[config.mk]
export PLATFORM = sky130hd
export DESIGN_NAME = wsc_core
export DESIGN_NICKNAME = d
export VERILOG_FILES = /design/src/wsc_pkg.sv /design/src/wsc_nv_mem.sv /design/src/wsc_core.sv
export VERILOG_INCLUDE_DIRS = /design/src
export SDC_FILE = /design/constraint.sdc
export NUM_CORES = 1
export LEC_CHECK = 0
export BUFFER_PORTS_ARGS = -buffer_cell sky130_fd_sc_hd__buf_2
export CORE_MARGIN = 4
export CORE_UTILIZATION = 25
export DETAILED_ROUTE_END_ITERATION = 10
export PLACE_DENSITY = 0.45
export REMOVE_ABC_BUFFERS = 1
export SETUP_SLACK_MARGIN = 0.4
export SLEW_MARGIN = 10
export SYNTH_ARGS = -nofsm -noshare
export SYNTH_HDL_FRONTEND = slang
export SYNTH_SLANG_ARGS = --single-unit
[constraint.sdc]
create_clock -name clk -period 4.2 [get_ports clk]
set_clock_uncertainty 0.15 [all_clocks]
set_input_delay 0.21 -clock clk [delete_from_list [all_inputs] [get_ports clk]]
set_output_delay 0.21 -clock clk [all_outputs]
set_load 0.05 [all_outputs]
[src/wsc_map.svh]
// Constant map of the wiper setting command logic.
`ifndef WSC_MAP_SVH
`define WSC_MAP_SVH
`define WSC_OP_NOP        4'h0
`define WSC_OP_RESTORE    4'h1
`define WSC_OP_STORE      4'h2
`define WSC_OP_SHR_ONE    4'h3
`define WSC_OP_SHR_ALL    4'h4
`define WSC_OP_DEC_ONE    4'h5
`define WSC_OP_DEC_ALL    4'h6
`define WSC_OP_RELOAD_ALL 4'h7
`define WSC_OP_SHL_ONE    4'h8
`define WSC_OP_SHL_ALL    4'h9
`define WSC_OP_INC_ONE    4'hA
`define WSC_OP_INC_ALL    4'hB
`define WSC_FS_WIDE       9'h1FF
`define WSC_FS_NARROW     9'h07F
`define WSC_SETTING_RESET 9'h000
`define WSC_USER_BASE     4'h5
`define WSC_POT_PREFIX    5'h0B
`define WSC_MEM_PREFIX    5'h14
`define WSC_STORE_TIME_MS 25
`define WSC_CLK_KHZ       40000
`endif

[src/wsc_pkg.sv]
// Types shared by the wiper setting command logic.
package wsc_pkg;
  typedef struct packed {
    logic [3:0] op;
    logic [1:0] chan;
  } wsc_cmd_t;
  typedef enum logic [2:0] {S_RELOAD, S_LAND, S_IDLE, S_MEMRD, S_STORE} wsc_state_t;
endpackage : wsc_pkg

[src/wsc_nv_mem.sv]
// Nonvolatile storage model: settings and user bytes, registered read.
`timescale 1ns/1ps
module wsc_nv_mem #(
  parameter int WIDTH = 9,
  parameter int DEPTH = 16
) (
  // Clock.
  input  wire logic                     clk,
  // Access port.
  input  wire logic [$clog2(DEPTH)-1:0] addr,
  input  wire logic                     we,
  input  wire logic [WIDTH-1:0]         wdata,
  output logic      [WIDTH-1:0]         rdata
);
  // No reset on purpose: the contents must survive every reset.
  logic [WIDTH-1:0] cells [DEPTH];

  always_ff @(posedge clk) begin
    if (we) begin
      cells[addr] <= wdata;
    end
    rdata <= cells[addr];
  end
endmodule : wsc_nv_mem

[src/wsc_core.sv]
// Command interpreter and setting registers of the three-channel potentiometer.
//
// How it works
// - Wiper taps follow setting registers, unlimited rewrites.
// - Power-on reloads all settings from storage.
// - Store copies one setting; busy about 25 ms.
// - Restore reloads one, holds read state until the next command, user byte write or reset pin.
// - Command seven reloads all settings like reset.
// - Commands five, ten, six, eleven step by one.
// - Shift left doubles, shift right halves settings.
// - All-channel shifts change three channels together.
// - Left shift of zero gives code one.
// - Left shift at midscale or above gives full-scale.
// - Right shift drops low bit; zero stays.
// - User bytes use the general memory format.
// - Two memory select pins set memory address.
// - Undriven write-protect reads as protected.
// - Two address pins complete the slave address.
// - Low write-protect blocks only nonvolatile writes.
// - Reset pin refreshes settings from storage.
// - Channels zero and one are nine bits.
// - Channel two is seven bits, scaled limits.
`timescale 1ns/1ps
`include "wsc_map.svh"
module wsc_core
  import wsc_pkg::*;
#(
  parameter int unsigned STORE_CYCLES = `WSC_STORE_TIME_MS * `WSC_CLK_KHZ
) (
  // Clock and power-on reset.
  input  wire logic       clk,
  input  wire logic       rst,
  // Pins from outside the clock domain.
  input  wire logic       resetPinN,
  input  wire logic       writeProtectN,
  input  wire logic       bus_select_pin_0,
  input  wire logic       bus_select_pin_1,
  input  wire logic       memory_select_pin_hi,
  input  wire logic       memory_select_pin_lo,
  // Decoded bus front end.
  input  wire logic       addrValid,
  input  wire logic [6:0] addrByte,
  output logic            addrAck,
  output logic            memAck,
  input  wire logic       cmdValid,
  input  wire wsc_cmd_t   cmd,
  input  wire logic       wrValid,
  input  wire logic [1:0] wrChan,
  input  wire logic [8:0] wrData,
  input  wire logic       userValid,
  input  wire logic       userWrite,
  input  wire logic [3:0] userAddr,
  input  wire logic [7:0] userWData,
  output logic [7:0]      userRData,
  output logic            userRValid,
  // Wiper taps and status.
  output logic [8:0]      wiperSetting0,
  output logic [8:0]      wiperSetting1,
  output logic [6:0]      wiperSetting2,
  output logic            busy,
  output logic            memReadState,
  output logic            cmdDone
);
  localparam logic [31:0] STORE_LAST = 32'(STORE_CYCLES - 1);

  function automatic logic [8:0] fsOf(input logic [1:0] ch);
    fsOf = (ch == 2'h2) ? `WSC_FS_NARROW : `WSC_FS_WIDE;
  endfunction : fsOf

  function automatic logic [8:0] applyOp(input logic [3:0] op, input logic [8:0] v,
                                         input logic [8:0] fs);
    logic [8:0] mid;
    mid = (fs >> 1) + 9'h001;
    case (op)
      `WSC_OP_INC_ONE, `WSC_OP_INC_ALL: applyOp = (v == fs) ? v : v + 9'h001;
      `WSC_OP_DEC_ONE, `WSC_OP_DEC_ALL: applyOp = (v == 9'h000) ? v : v - 9'h001;
      `WSC_OP_SHL_ONE, `WSC_OP_SHL_ALL: begin
        if (v == 9'h000) begin
          applyOp = 9'h001;
        end else if (v >= mid) begin
          applyOp = fs;
        end else begin
          applyOp = v << 1;
        end
      end
      `WSC_OP_SHR_ONE, `WSC_OP_SHR_ALL: applyOp = v >> 1;
      default: applyOp = v;
    endcase
  endfunction : applyOp

  // Pin synchronisers; the first stage feeds only the second.
  logic [5:0] pinMeta;
  logic [5:0] pinSync;
  always_ff @(posedge clk or posedge rst) begin
    if (rst) begin
      pinMeta <= 6'h01;
      pinSync <= 6'h01;
    end else begin
      pinMeta <= {memory_select_pin_hi, memory_select_pin_lo, bus_select_pin_1,
                  bus_select_pin_0, writeProtectN, resetPinN};
      pinSync <= pinMeta;
    end
  end
  logic resetSyncN;
  logic wpOk;
  assign resetSyncN = pinSync[0];
  // A floating pin is pulled low outside, so protection is the default.
  assign wpOk       = pinSync[1];

  wsc_state_t  state;
  wsc_state_t  next_state;
  logic [8:0]  setting [3];
  logic [8:0]  next_setting [3];
  logic [1:0]  idx;
  logic [1:0]  next_idx;
  logic [1:0]  rdIdx;
  logic [1:0]  next_rdIdx;
  logic        rdPend;
  logic        next_rdPend;
  logic        toMemRd;
  logic        next_toMemRd;
  logic [31:0] count;
  logic [31:0] next_count;
  logic        next_userRValid;
  logic [3:0]  memAddr;
  logic        memWe;
  logic [8:0]  memWData;
  logic [8:0]  memRData;

  wsc_nv_mem #(.WIDTH(9), .DEPTH(16)) nvMem (
    .clk   (clk),
    .addr  (memAddr),
    .we    (memWe),
    .wdata (memWData),
    .rdata (memRData)
  );

  always_comb begin
    next_state      = state;
    next_setting    = setting;
    next_idx        = idx;
    next_rdIdx      = idx;
    next_rdPend     = 1'b0;
    next_toMemRd    = toMemRd;
    next_count      = count;
    next_userRValid = 1'b0;
    memAddr         = 4'h0;
    memWe           = 1'b0;
    memWData        = 9'h000;
    cmdDone         = 1'b0;
    if (rdPend) begin
      next_setting[rdIdx] = memRData & fsOf(rdIdx);
    end
    case (state)
      S_RELOAD: begin
        memAddr     = {2'h0, idx};
        next_rdPend = 1'b1;
        next_rdIdx  = idx;
        if (idx == 2'h2) begin
          next_state = S_LAND;
        end else begin
          next_idx = idx + 2'h1;
        end
      end
      S_LAND: begin
        next_state = toMemRd ? S_MEMRD : S_IDLE;
        cmdDone    = 1'b1;
      end
      S_STORE: begin
        if (count == 32'h0) begin
          next_state = S_IDLE;
          cmdDone    = 1'b1;
        end else begin
          next_count = count - 32'h1;
        end
      end
      S_IDLE, S_MEMRD: begin
        if (!resetSyncN) begin
          next_state   = S_RELOAD;
          next_idx     = 2'h0;
          next_toMemRd = 1'b0;
        end else if (cmdValid) begin
          next_state   = S_IDLE;
          next_toMemRd = 1'b0;
          cmdDone      = 1'b1;
          case (cmd.op)
            `WSC_OP_RESTORE: begin
              if (cmd.chan != 2'h3) begin
                memAddr      = {2'h0, cmd.chan};
                next_rdPend  = 1'b1;
                next_rdIdx   = cmd.chan;
                next_toMemRd = 1'b1;
                next_state   = S_LAND;
                cmdDone      = 1'b0;
              end
            end
            `WSC_OP_STORE: begin
              if (cmd.chan != 2'h3 && wpOk) begin
                memAddr    = {2'h0, cmd.chan};
                memWe      = 1'b1;
                memWData   = setting[cmd.chan];
                next_count = STORE_LAST;
                next_state = S_STORE;
                cmdDone    = 1'b0;
              end
            end
            `WSC_OP_RELOAD_ALL: begin
              next_state = S_RELOAD;
              next_idx   = 2'h0;
              cmdDone    = 1'b0;
            end
            `WSC_OP_SHR_ALL, `WSC_OP_DEC_ALL, `WSC_OP_SHL_ALL, `WSC_OP_INC_ALL: begin
              for (int i = 0; i < 3; i++) begin
                next_setting[i] = applyOp(cmd.op, setting[i], fsOf(2'(i)));
              end
            end
            `WSC_OP_SHR_ONE, `WSC_OP_DEC_ONE, `WSC_OP_SHL_ONE, `WSC_OP_INC_ONE: begin
              if (cmd.chan != 2'h3) begin
                next_setting[cmd.chan] = applyOp(cmd.op, setting[cmd.chan], fsOf(cmd.chan));
              end
            end
            default: begin
            end
          endcase
        end else if (wrValid && wrChan != 2'h3) begin
          next_setting[wrChan] = wrData & fsOf(wrChan);
        end else if (userValid && userAddr >= `WSC_USER_BASE) begin
          memAddr  = userAddr;
          memWe    = userWrite && wpOk;
          memWData = {1'b0, userWData};
          next_userRValid = !userWrite;
          if (memWe) begin
            next_count = STORE_LAST;
            next_state = S_STORE;
          end
        end
      end
      default: next_state = S_RELOAD;
    endcase
  end

  always_ff @(posedge clk or posedge rst) begin
    if (rst) begin
      state      <= S_RELOAD;
      setting    <= '{default: `WSC_SETTING_RESET};
      idx        <= 2'h0;
      rdIdx      <= 2'h0;
      rdPend     <= 1'b0;
      toMemRd    <= 1'b0;
      count      <= 32'h0;
      userRValid <= 1'b0;
    end else begin
      state      <= next_state;
      setting    <= next_setting;
      idx        <= next_idx;
      rdIdx      <= next_rdIdx;
      rdPend     <= next_rdPend;
      toMemRd    <= next_toMemRd;
      count      <= next_count;
      userRValid <= next_userRValid;
    end
  end

  assign wiperSetting0 = setting[0];
  assign wiperSetting1 = setting[1];
  assign wiperSetting2 = setting[2][6:0];
  assign userRData     = memRData[7:0];
  assign busy          = (state != S_IDLE) && (state != S_MEMRD);
  assign memReadState  = (state == S_MEMRD);
  assign addrAck = addrValid && (state != S_STORE) &&
                   (addrByte == {`WSC_POT_PREFIX, pinSync[3], pinSync[2]});
  assign memAck  = addrValid && (state != S_STORE) &&
                   (addrByte == {`WSC_MEM_PREFIX, pinSync[5], pinSync[4]});

  logic accept;
  assign accept = cmdValid && resetSyncN && (state == S_IDLE || state == S_MEMRD);
endmodule : wsc_core

* After elaboration in Yosys (flattened, before gate mapping)
Memories as Yosys holds them, arrays and structs flattened. A register that Yosys moved wholly into a read port is not among the register bits.
Cells that the tools add are included.
** Word-level totals
- Input bits :: 49
- RAM bits :: 144
- Word-level logic and storage cells :: 248
- ROM bits :: 0
- Latch bits :: 0
- Memories kept :: 1
- Flip-flop bits (word level) :: 81
** Memories
- nvMem.cells :: depth 16, width 9, read ports 1, clocked after memory_dff 1, wr ports 1, RTL line wsc_nv_mem.sv:16 : logic [WIDTH-1:0] cells [DEPTH];
** Cells by class
- $mul :: 0
- Mux-type cells :: 121
- Shifts and indexed selects :: 0
- Div/mod/pow operators :: 0
- Reduce and logical (&&, ||, !) cells :: 34
- Eq/ne operators :: 53
- $add $sub $neg :: 11
- Order comparisons :: 11
- Bitwise operators :: 5
** Operators by type and width (count)
- 9-bit two-way mux :: 34
- 32-bit two-way mux :: 8
- 27-bit two-way mux :: 6
- 9-bit one-hot mux with 4 select lines :: 4
- 27-bit bitwise mux :: 3
- 32-bit one-hot mux with 2 select lines :: 1
- 9-bit demux with 2-bit select :: 3
- 27-bit one-hot mux with 2 select lines :: 1
- 9-bit by 1-bit adder with 9-bit output, second input constant :: 4
- 9-bit zero test :: 4
- 6-bit != test, second input constant :: 6
- 9-bit by 1-bit subtractor with 9-bit output, second input constant :: 4
- 32-bit zero test :: 1
- 32-bit by 1-bit subtractor with 32-bit output, second input constant :: 1
- 1-bit two-way mux :: 26
- 2-bit two-way mux :: 12
- 3-bit two-way mux :: 8
- 9-bit AND :: 2
- 9-bit binary-select mux with 2-bit select :: 1
- 9-bit equality test, second input constant :: 2
- 9-bit greater-or-equal comparator, second input constant :: 2
- 3-bit != test, second input constant :: 6
- 4-bit by 3-bit equality test with 1-bit output, second input constant :: 4
- 4-bit equality test, second input constant :: 4
- other kinds (41) :: 88

* Longest topological paths before layout
- Depth after elaboration :: 19
- Depth in mapped cells :: 15
- Depth with buffers taken out :: 13

* Hierarchy
From an unflattened synthesis, not the netlist that was laid out.
** Second synthesis, totals
- Cells, all modules :: 1361
- Area total of the unflattened synthesis :: 14054.7 um2
** By module, submodules not included
- wsc_core :: sequential area each 2029.4 um2, instances 1, cells each 1105, area an instance 8308.0 um2
- wsc_nv_mem :: sequential area each 4504.3 um2, instances 1, cells each 256, area an instance 5746.8 um2

* Worst setup path after synthesis
No wires, ideal clock.
- Kind :: input -> register
- From :: input port cmd[4] (netlist bit)
- To :: register setting, in the netlist wiperSetting2[6]
- Slack :: 458 ps
- Setup time :: 157 ps
- Buffers on the path :: 3
- Cell stages on the path :: 15
- Arrival time :: 3435 ps
- Cells stage by stage :: clkbuf_1 > nor2b_1 > o21a_1 > clkbuf_1 > inv_1 > clkbuf_1 > fa_1 > nor2b_1 > o21ai_0 > a21o_1 > nand2b_1 > xnor2_1 > o221ai_1 > a2111oi_0 > o21ai_0
** On the way
- Longest elaborated chain between the ends :: 14
** Ends and longest elaborated chain
- start: declaration :: RTL line wsc_core.sv:46 : input wire wsc_cmd_t cmd,
- 4-bit by 2-bit equality test with 1-bit output (tied with other cells) :: RTL line wsc_core.sv:74, wsc_core.sv:186
- 2-bit OR reduction :: RTL line wsc_core.sv:74 : case (op)
- 9-bit one-hot mux with 4 select lines :: RTL line wsc_core.sv:74
- 9-bit two-way mux :: RTL line wsc_core.sv:218 : if (cmd.chan != 2'h3) begin
- 9-bit two-way mux :: RTL line wsc_core.sv:186 : case (cmd.op)
- 9-bit two-way mux :: RTL line wsc_core.sv:182 : end else if (cmdValid) begin
- 9-bit two-way mux :: RTL line wsc_core.sv:178 : if (!resetSyncN) begin
- 9-bit two-way mux :: RTL line wsc_core.sv:154 : case (state)
- 27-bit bitwise mux :: RTL line wsc_core.sv:219 : next_setting[cmd.chan] = applyOp(cmd.op, setting[cmd.chan], fsOf(cmd.chan));
- 27-bit two-way mux :: RTL line wsc_core.sv:218
- 27-bit one-hot mux with 2 select lines :: RTL line wsc_core.sv:186
- 27-bit two-way mux :: RTL line wsc_core.sv:182
- 27-bit two-way mux :: RTL line wsc_core.sv:178
- 27-bit two-way mux :: RTL line wsc_core.sv:154
- end signal: assignment :: RTL line wsc_core.sv:254 : setting <= next_setting;
- end: declaration :: RTL line wsc_core.sv:112 : logic [8:0] setting [3];
Several ways; a longest one is shown, not always the timed one. The select of a mux whose other input is x is not followed.
A chain may end at the register's enable or synchronous reset.

* Worst setup path after layout
- From :: register count[26]
- To :: output port cmdDone
** On the way
- Longest elaborated chain between the ends :: 3
** Ends and longest elaborated chain
- start: declaration :: RTL line wsc_core.sv:122 : logic [31:0] count;
- start signal: assignment :: RTL line wsc_core.sv:259 : count <= next_count;
- 32-bit zero test :: RTL line wsc_core.sv:170 : if (count == 32'h0) begin
- 1-bit two-way mux :: RTL line wsc_core.sv:170
- 1-bit one-hot mux with 3 select lines :: RTL line wsc_core.sv:154
- end: declaration :: RTL line wsc_core.sv:62 : output logic cmdDone
No other way between the ends.

==> metrics.md <==
| Metric | Value |
|---|---|
| Antenna Cells | `0` |
| Worst Setup Path Type | `flip-flop to output port` |
| Starting Density | `25.5%` |
| R2r startpoint | `wiperSetting0[1]` |
| Number of nets in the layout | `1612` |
| Status | `completed` |
| Worst VDD drop | `306 uV` |
| Most frequent cells in the layout | `nor2_1, edfxtp_1, nand2_1, a21oi_1, buf_4` |
| CP Data Required Time | `3840 ps` |
| Vias | `12200` |
| Root Buffer | `clkbuf_16` |
| Hold worst-path end | `nvMem.cells[14][8]` |
| Pin count of the biggest net entering global routing | `49` |
| Post-synth top flop | `edfxtp_1` |
| Metal3 WL | `4.01 mm` |
| Clock Tree Buf Depth | `3` |
| CP Max Fanout | `4` |
| CTS tree | `built` |
| Final setup fails | `0` |
| Max-slew violations | `0` |
| YS warnings | `0` |
| Avg Cell Area, Syn | `10.0 um^2` |
| FILL cells | `5869` |
| R2R Setup Slk | `640 ps` |
| Hold crit path type | `input port to flip-flop` |
| Yosys reg bits | `234` |
| Drt pass-1 iters | `6` |
| Post-synth top area share | `30.6%` |
| Port Buffers | `87` |
| Critical Path Max Stage Delay | `590 ps` |
| Max Cap Viol | `0` |
| CP bufs+invs | `1` |
| Clk_lat worst skew | `570 ps` |
| CP startpoint kind | `flip-flop` |
| Layout cells sized above 1 | `20.0%` |
| Total congestion overflow | `0` |
| Psw | `0.00395 W` |
| Core Rows | `86` |
| Area leader, netlist | `edfxtp_1` |
| Via-to-Cell Ratio | `5.28` |
| Vias in the first global route | `12000` |
| Die width | `246 um` |
| Reg area | `0.00653 mm^2` |
| Hold Path Stages | `3` |
| TritonCTS buffer count | `29` |
| Worst Path Arrival | `3230 ps` |
| RSZ-0062 raised after global routing | `false` |
| Area contributors post-synth | `edfxtp_1, dfrtp_1, nor2_1, a21oi_1, mux2i_1` |
| F_max | `279 MHz` |
| Clock transition at the registers of the reported paths | `60 ps` |
| Cells after DPL | `2240` |
| Starting DRC count in detailed routing | `1293` |
| Wire per inst | `22.8 um` |
| Multi-input logic area | `0.00708 mm^2` |
| Final Hold Viols | `0` |
| Tot GR Track Use | `17.0%` |
| Clock share of power | `26.7%` |
| Fin cells | `2304` |
| WL final | `52.5 mm` |
| Worst-margin pin slew | `1250 ps` |
| Gp weighted congestion | `0.951` |
| First-pass GRT wire length | `78.7 mm` |
| Worst r2r path cells | `12` |
| H-tree depth | `1` |
| Clock sinks | `234` |
| Core area | `0.0555 mm^2` |
| Kind of cell adding the most delay to the critical path | `simple AND/OR/NAND/NOR gates` |
| P per Cell Area | `562 mW/mm^2` |
| Slew margin rel. | `16.0%` |
| Critical Path End Type | `output port` |
| Post-route DRC | `0` |
| Post-Synthesis Cell Area | `0.0141 mm^2` |
| Sw frac | `41.6%` |
| Power share of the sequential group | `32.7%` |
| Cell internal pwr | `0.00553 W` |
| Crit-path slowest cell | `or4_4` |
| Most common cell after layout, fill and taps aside | `nor2_1` |
| Comb power frac | `40.5%` |
| Hpwl dp | `37.8 mm` |
| Crit path time final | `3590 ps` |
| Source of the worst hold timing path | `userAddr[2]` |
| Antenna violations before repair | `2` |
| Total power | `0.00948 W` |
| Worst R2R End | `wiperSetting0[5]` |
| Area growth syn-to-layout | `19.2%` |
| DRT antenna net count | `0` |
| Fraction of registers with async set/reset | `34.6%` |
| Met1 wire length | `23.6 mm` |
| IO Pins | `88` |
| Post-Syn Instances | `1409` |
| DR WL met2 | `22.7 mm` |
| P_leak | `6.53 nW` |
| Worst path cell trace | `or4_4 -> or4_1 -> or4_4 -> nor3_2 -> a21oi_1 -> o22ai_2 -> buf_6` |
| Post-synth EDFFs | `144` |
| Netlist cell types | `86` |
| Seq/Total Area, Yosys | `46.2%` |
| Die H | `246 um` |
| Most numerous cell on the critical path | `or4_4` |
| Highest Signal Layer | `met5` |
| Crit share post-route | `85.5%` |
| Die ar. | `0.0604 mm^2` |
-- worst max path at each step --
| stage | from | to | slack [ps] | depth (start not counted) |
|---|---|---|---|---|
| finish | count[26] | cmdDone | 610 | 7 |
| CTS | count[26] | cmdDone | 410 | 7 |
| detailed placement | cmd[0] | wiperSetting0[5] | 460 | 14 |
| global placement | cmd[0] | wiperSetting0[5] | 560 | 14 |
| global route | wiperSetting0[0] | wiperSetting0[5] | 430 | 11 |
| floorplan | state[2] | nvMem.cells[10][0] | -1470 | 7 |
-- worst register-to-register path, cell delays in order, from the launching register on --
cell and delay [ps]:
dfrtp_1 520, mux2i_1 190, o22ai_1 290, buf_4 210
ha_1 180, inv_1 50, o22ai_1 290, and2_1 340
a211oi_1 140, xnor2_1 180, o211ai_2 300, a2111oi_0 160
a2111oi_0 410
-- cells in the mapped netlist, drive strengths merged, types with 6 or more instances --
cell     count
dfrtp       79
nand3       30
mux2        22
nand4       10
nor3        43
nand2      124
dfxtp        9
or2          8
a221oi      11
a21oi       99
nand3b       7
nand2b      17
o211ai      36
xor2        20
o221ai      12
or3         15
ha          27
o21a         7
a22oi       21
mux2i       49
edfxtp     144
mux4        18
nor2b       12
nor4        22
o22ai       18
a211oi      20
and3         6
inv         29
xnor2       38
a2111oi      8
and2         7
nor2       147
a21o         6
clkbuf      61
a31oi       14
o21ai       81
or4          8
buf         49
-- per-stage QoR --
stage                     area [um^2]  hold slack [ps]  utilization (%)  setup TNS (ps)  setup WS, ps
after global routing            16900             50.1             30.4               0           433
final                           16900             49.6             30.4               0           610
after floorplan                 13600             64.5                -         -101780         -1470
after detailed placement        15700              172             28.4               0           457
after CTS                       16800             5.96             30.3               0           409
after global placement          15700              170             28.4               0           556
-- power by group through the flow --
stage	sequential (W)	combinational [W]	clock [W]
CTS	0.00308	0.00378	0.00261
finish	0.00310	0.00384	0.00253
global placement	0.00312	0.00375	0
detailed placement	0.00312	0.00375	0
global route	0.00312	0.00416	0.00272
floorplan	0.00336	0.00216	0
-- state kept, by name, summed over array words and instances (netlist names) --
signal	count
count	32
idx	2
nvMem.cells	144
nvMem.rdata	9
pinMeta	6
pinSync	6
rdIdx	2
rdPend	1
setting	2
state	3
toMemRd	1
userRValid	1
wiperSetting0	9
wiperSetting1	9
wiperSetting2	7
-- area by class of cell --
cell class	instances	share of cell area, %
timing repair buffer	186	7.25
inverter	30	0.675
clock buffer	39	4.88
multi-input combinational	1052	42.0
sequential	234	38.8
tap	748	5.55
clock inverter	15	0.891
-- timing repair --
item / 4_1_cts / 5_1_grt
hold buffers: 10 / 0
gates resized for setup: 0 / 9
hold endpoints to repair: 43 / 0
endpoints found under the setup margin: 0 / 7
setup buffers: 0 / 0
-- layer usage --
| layer | up-vias | track usage (%) |
|---|---|---|
| met5 | - | 0 |
| met3 | 123 | 3.35 |
| li1 | 5529 | - |
| met2 | 518 | 25.8 |
| met1 | 6004 | 23.9 |
| met4 | 2 | 7.02 |
-- cell families after synthesis --
logic type | Yosys count | share of synthesized area (%)
and+or+nand+nor | 476 | 16.8
AOI/OAI and AO/OA | 381 | 17.7
DFF | 234 | 46.2
buffers and inverters | 140 | 4.75
muxes | 89 | 8.09
xor gates and xnor gates | 58 | 3.59
adders and majority gates | 30 | 2.81
other | 1 | 0.0265
No activity file was read; power rests on OpenSTA's default activity.
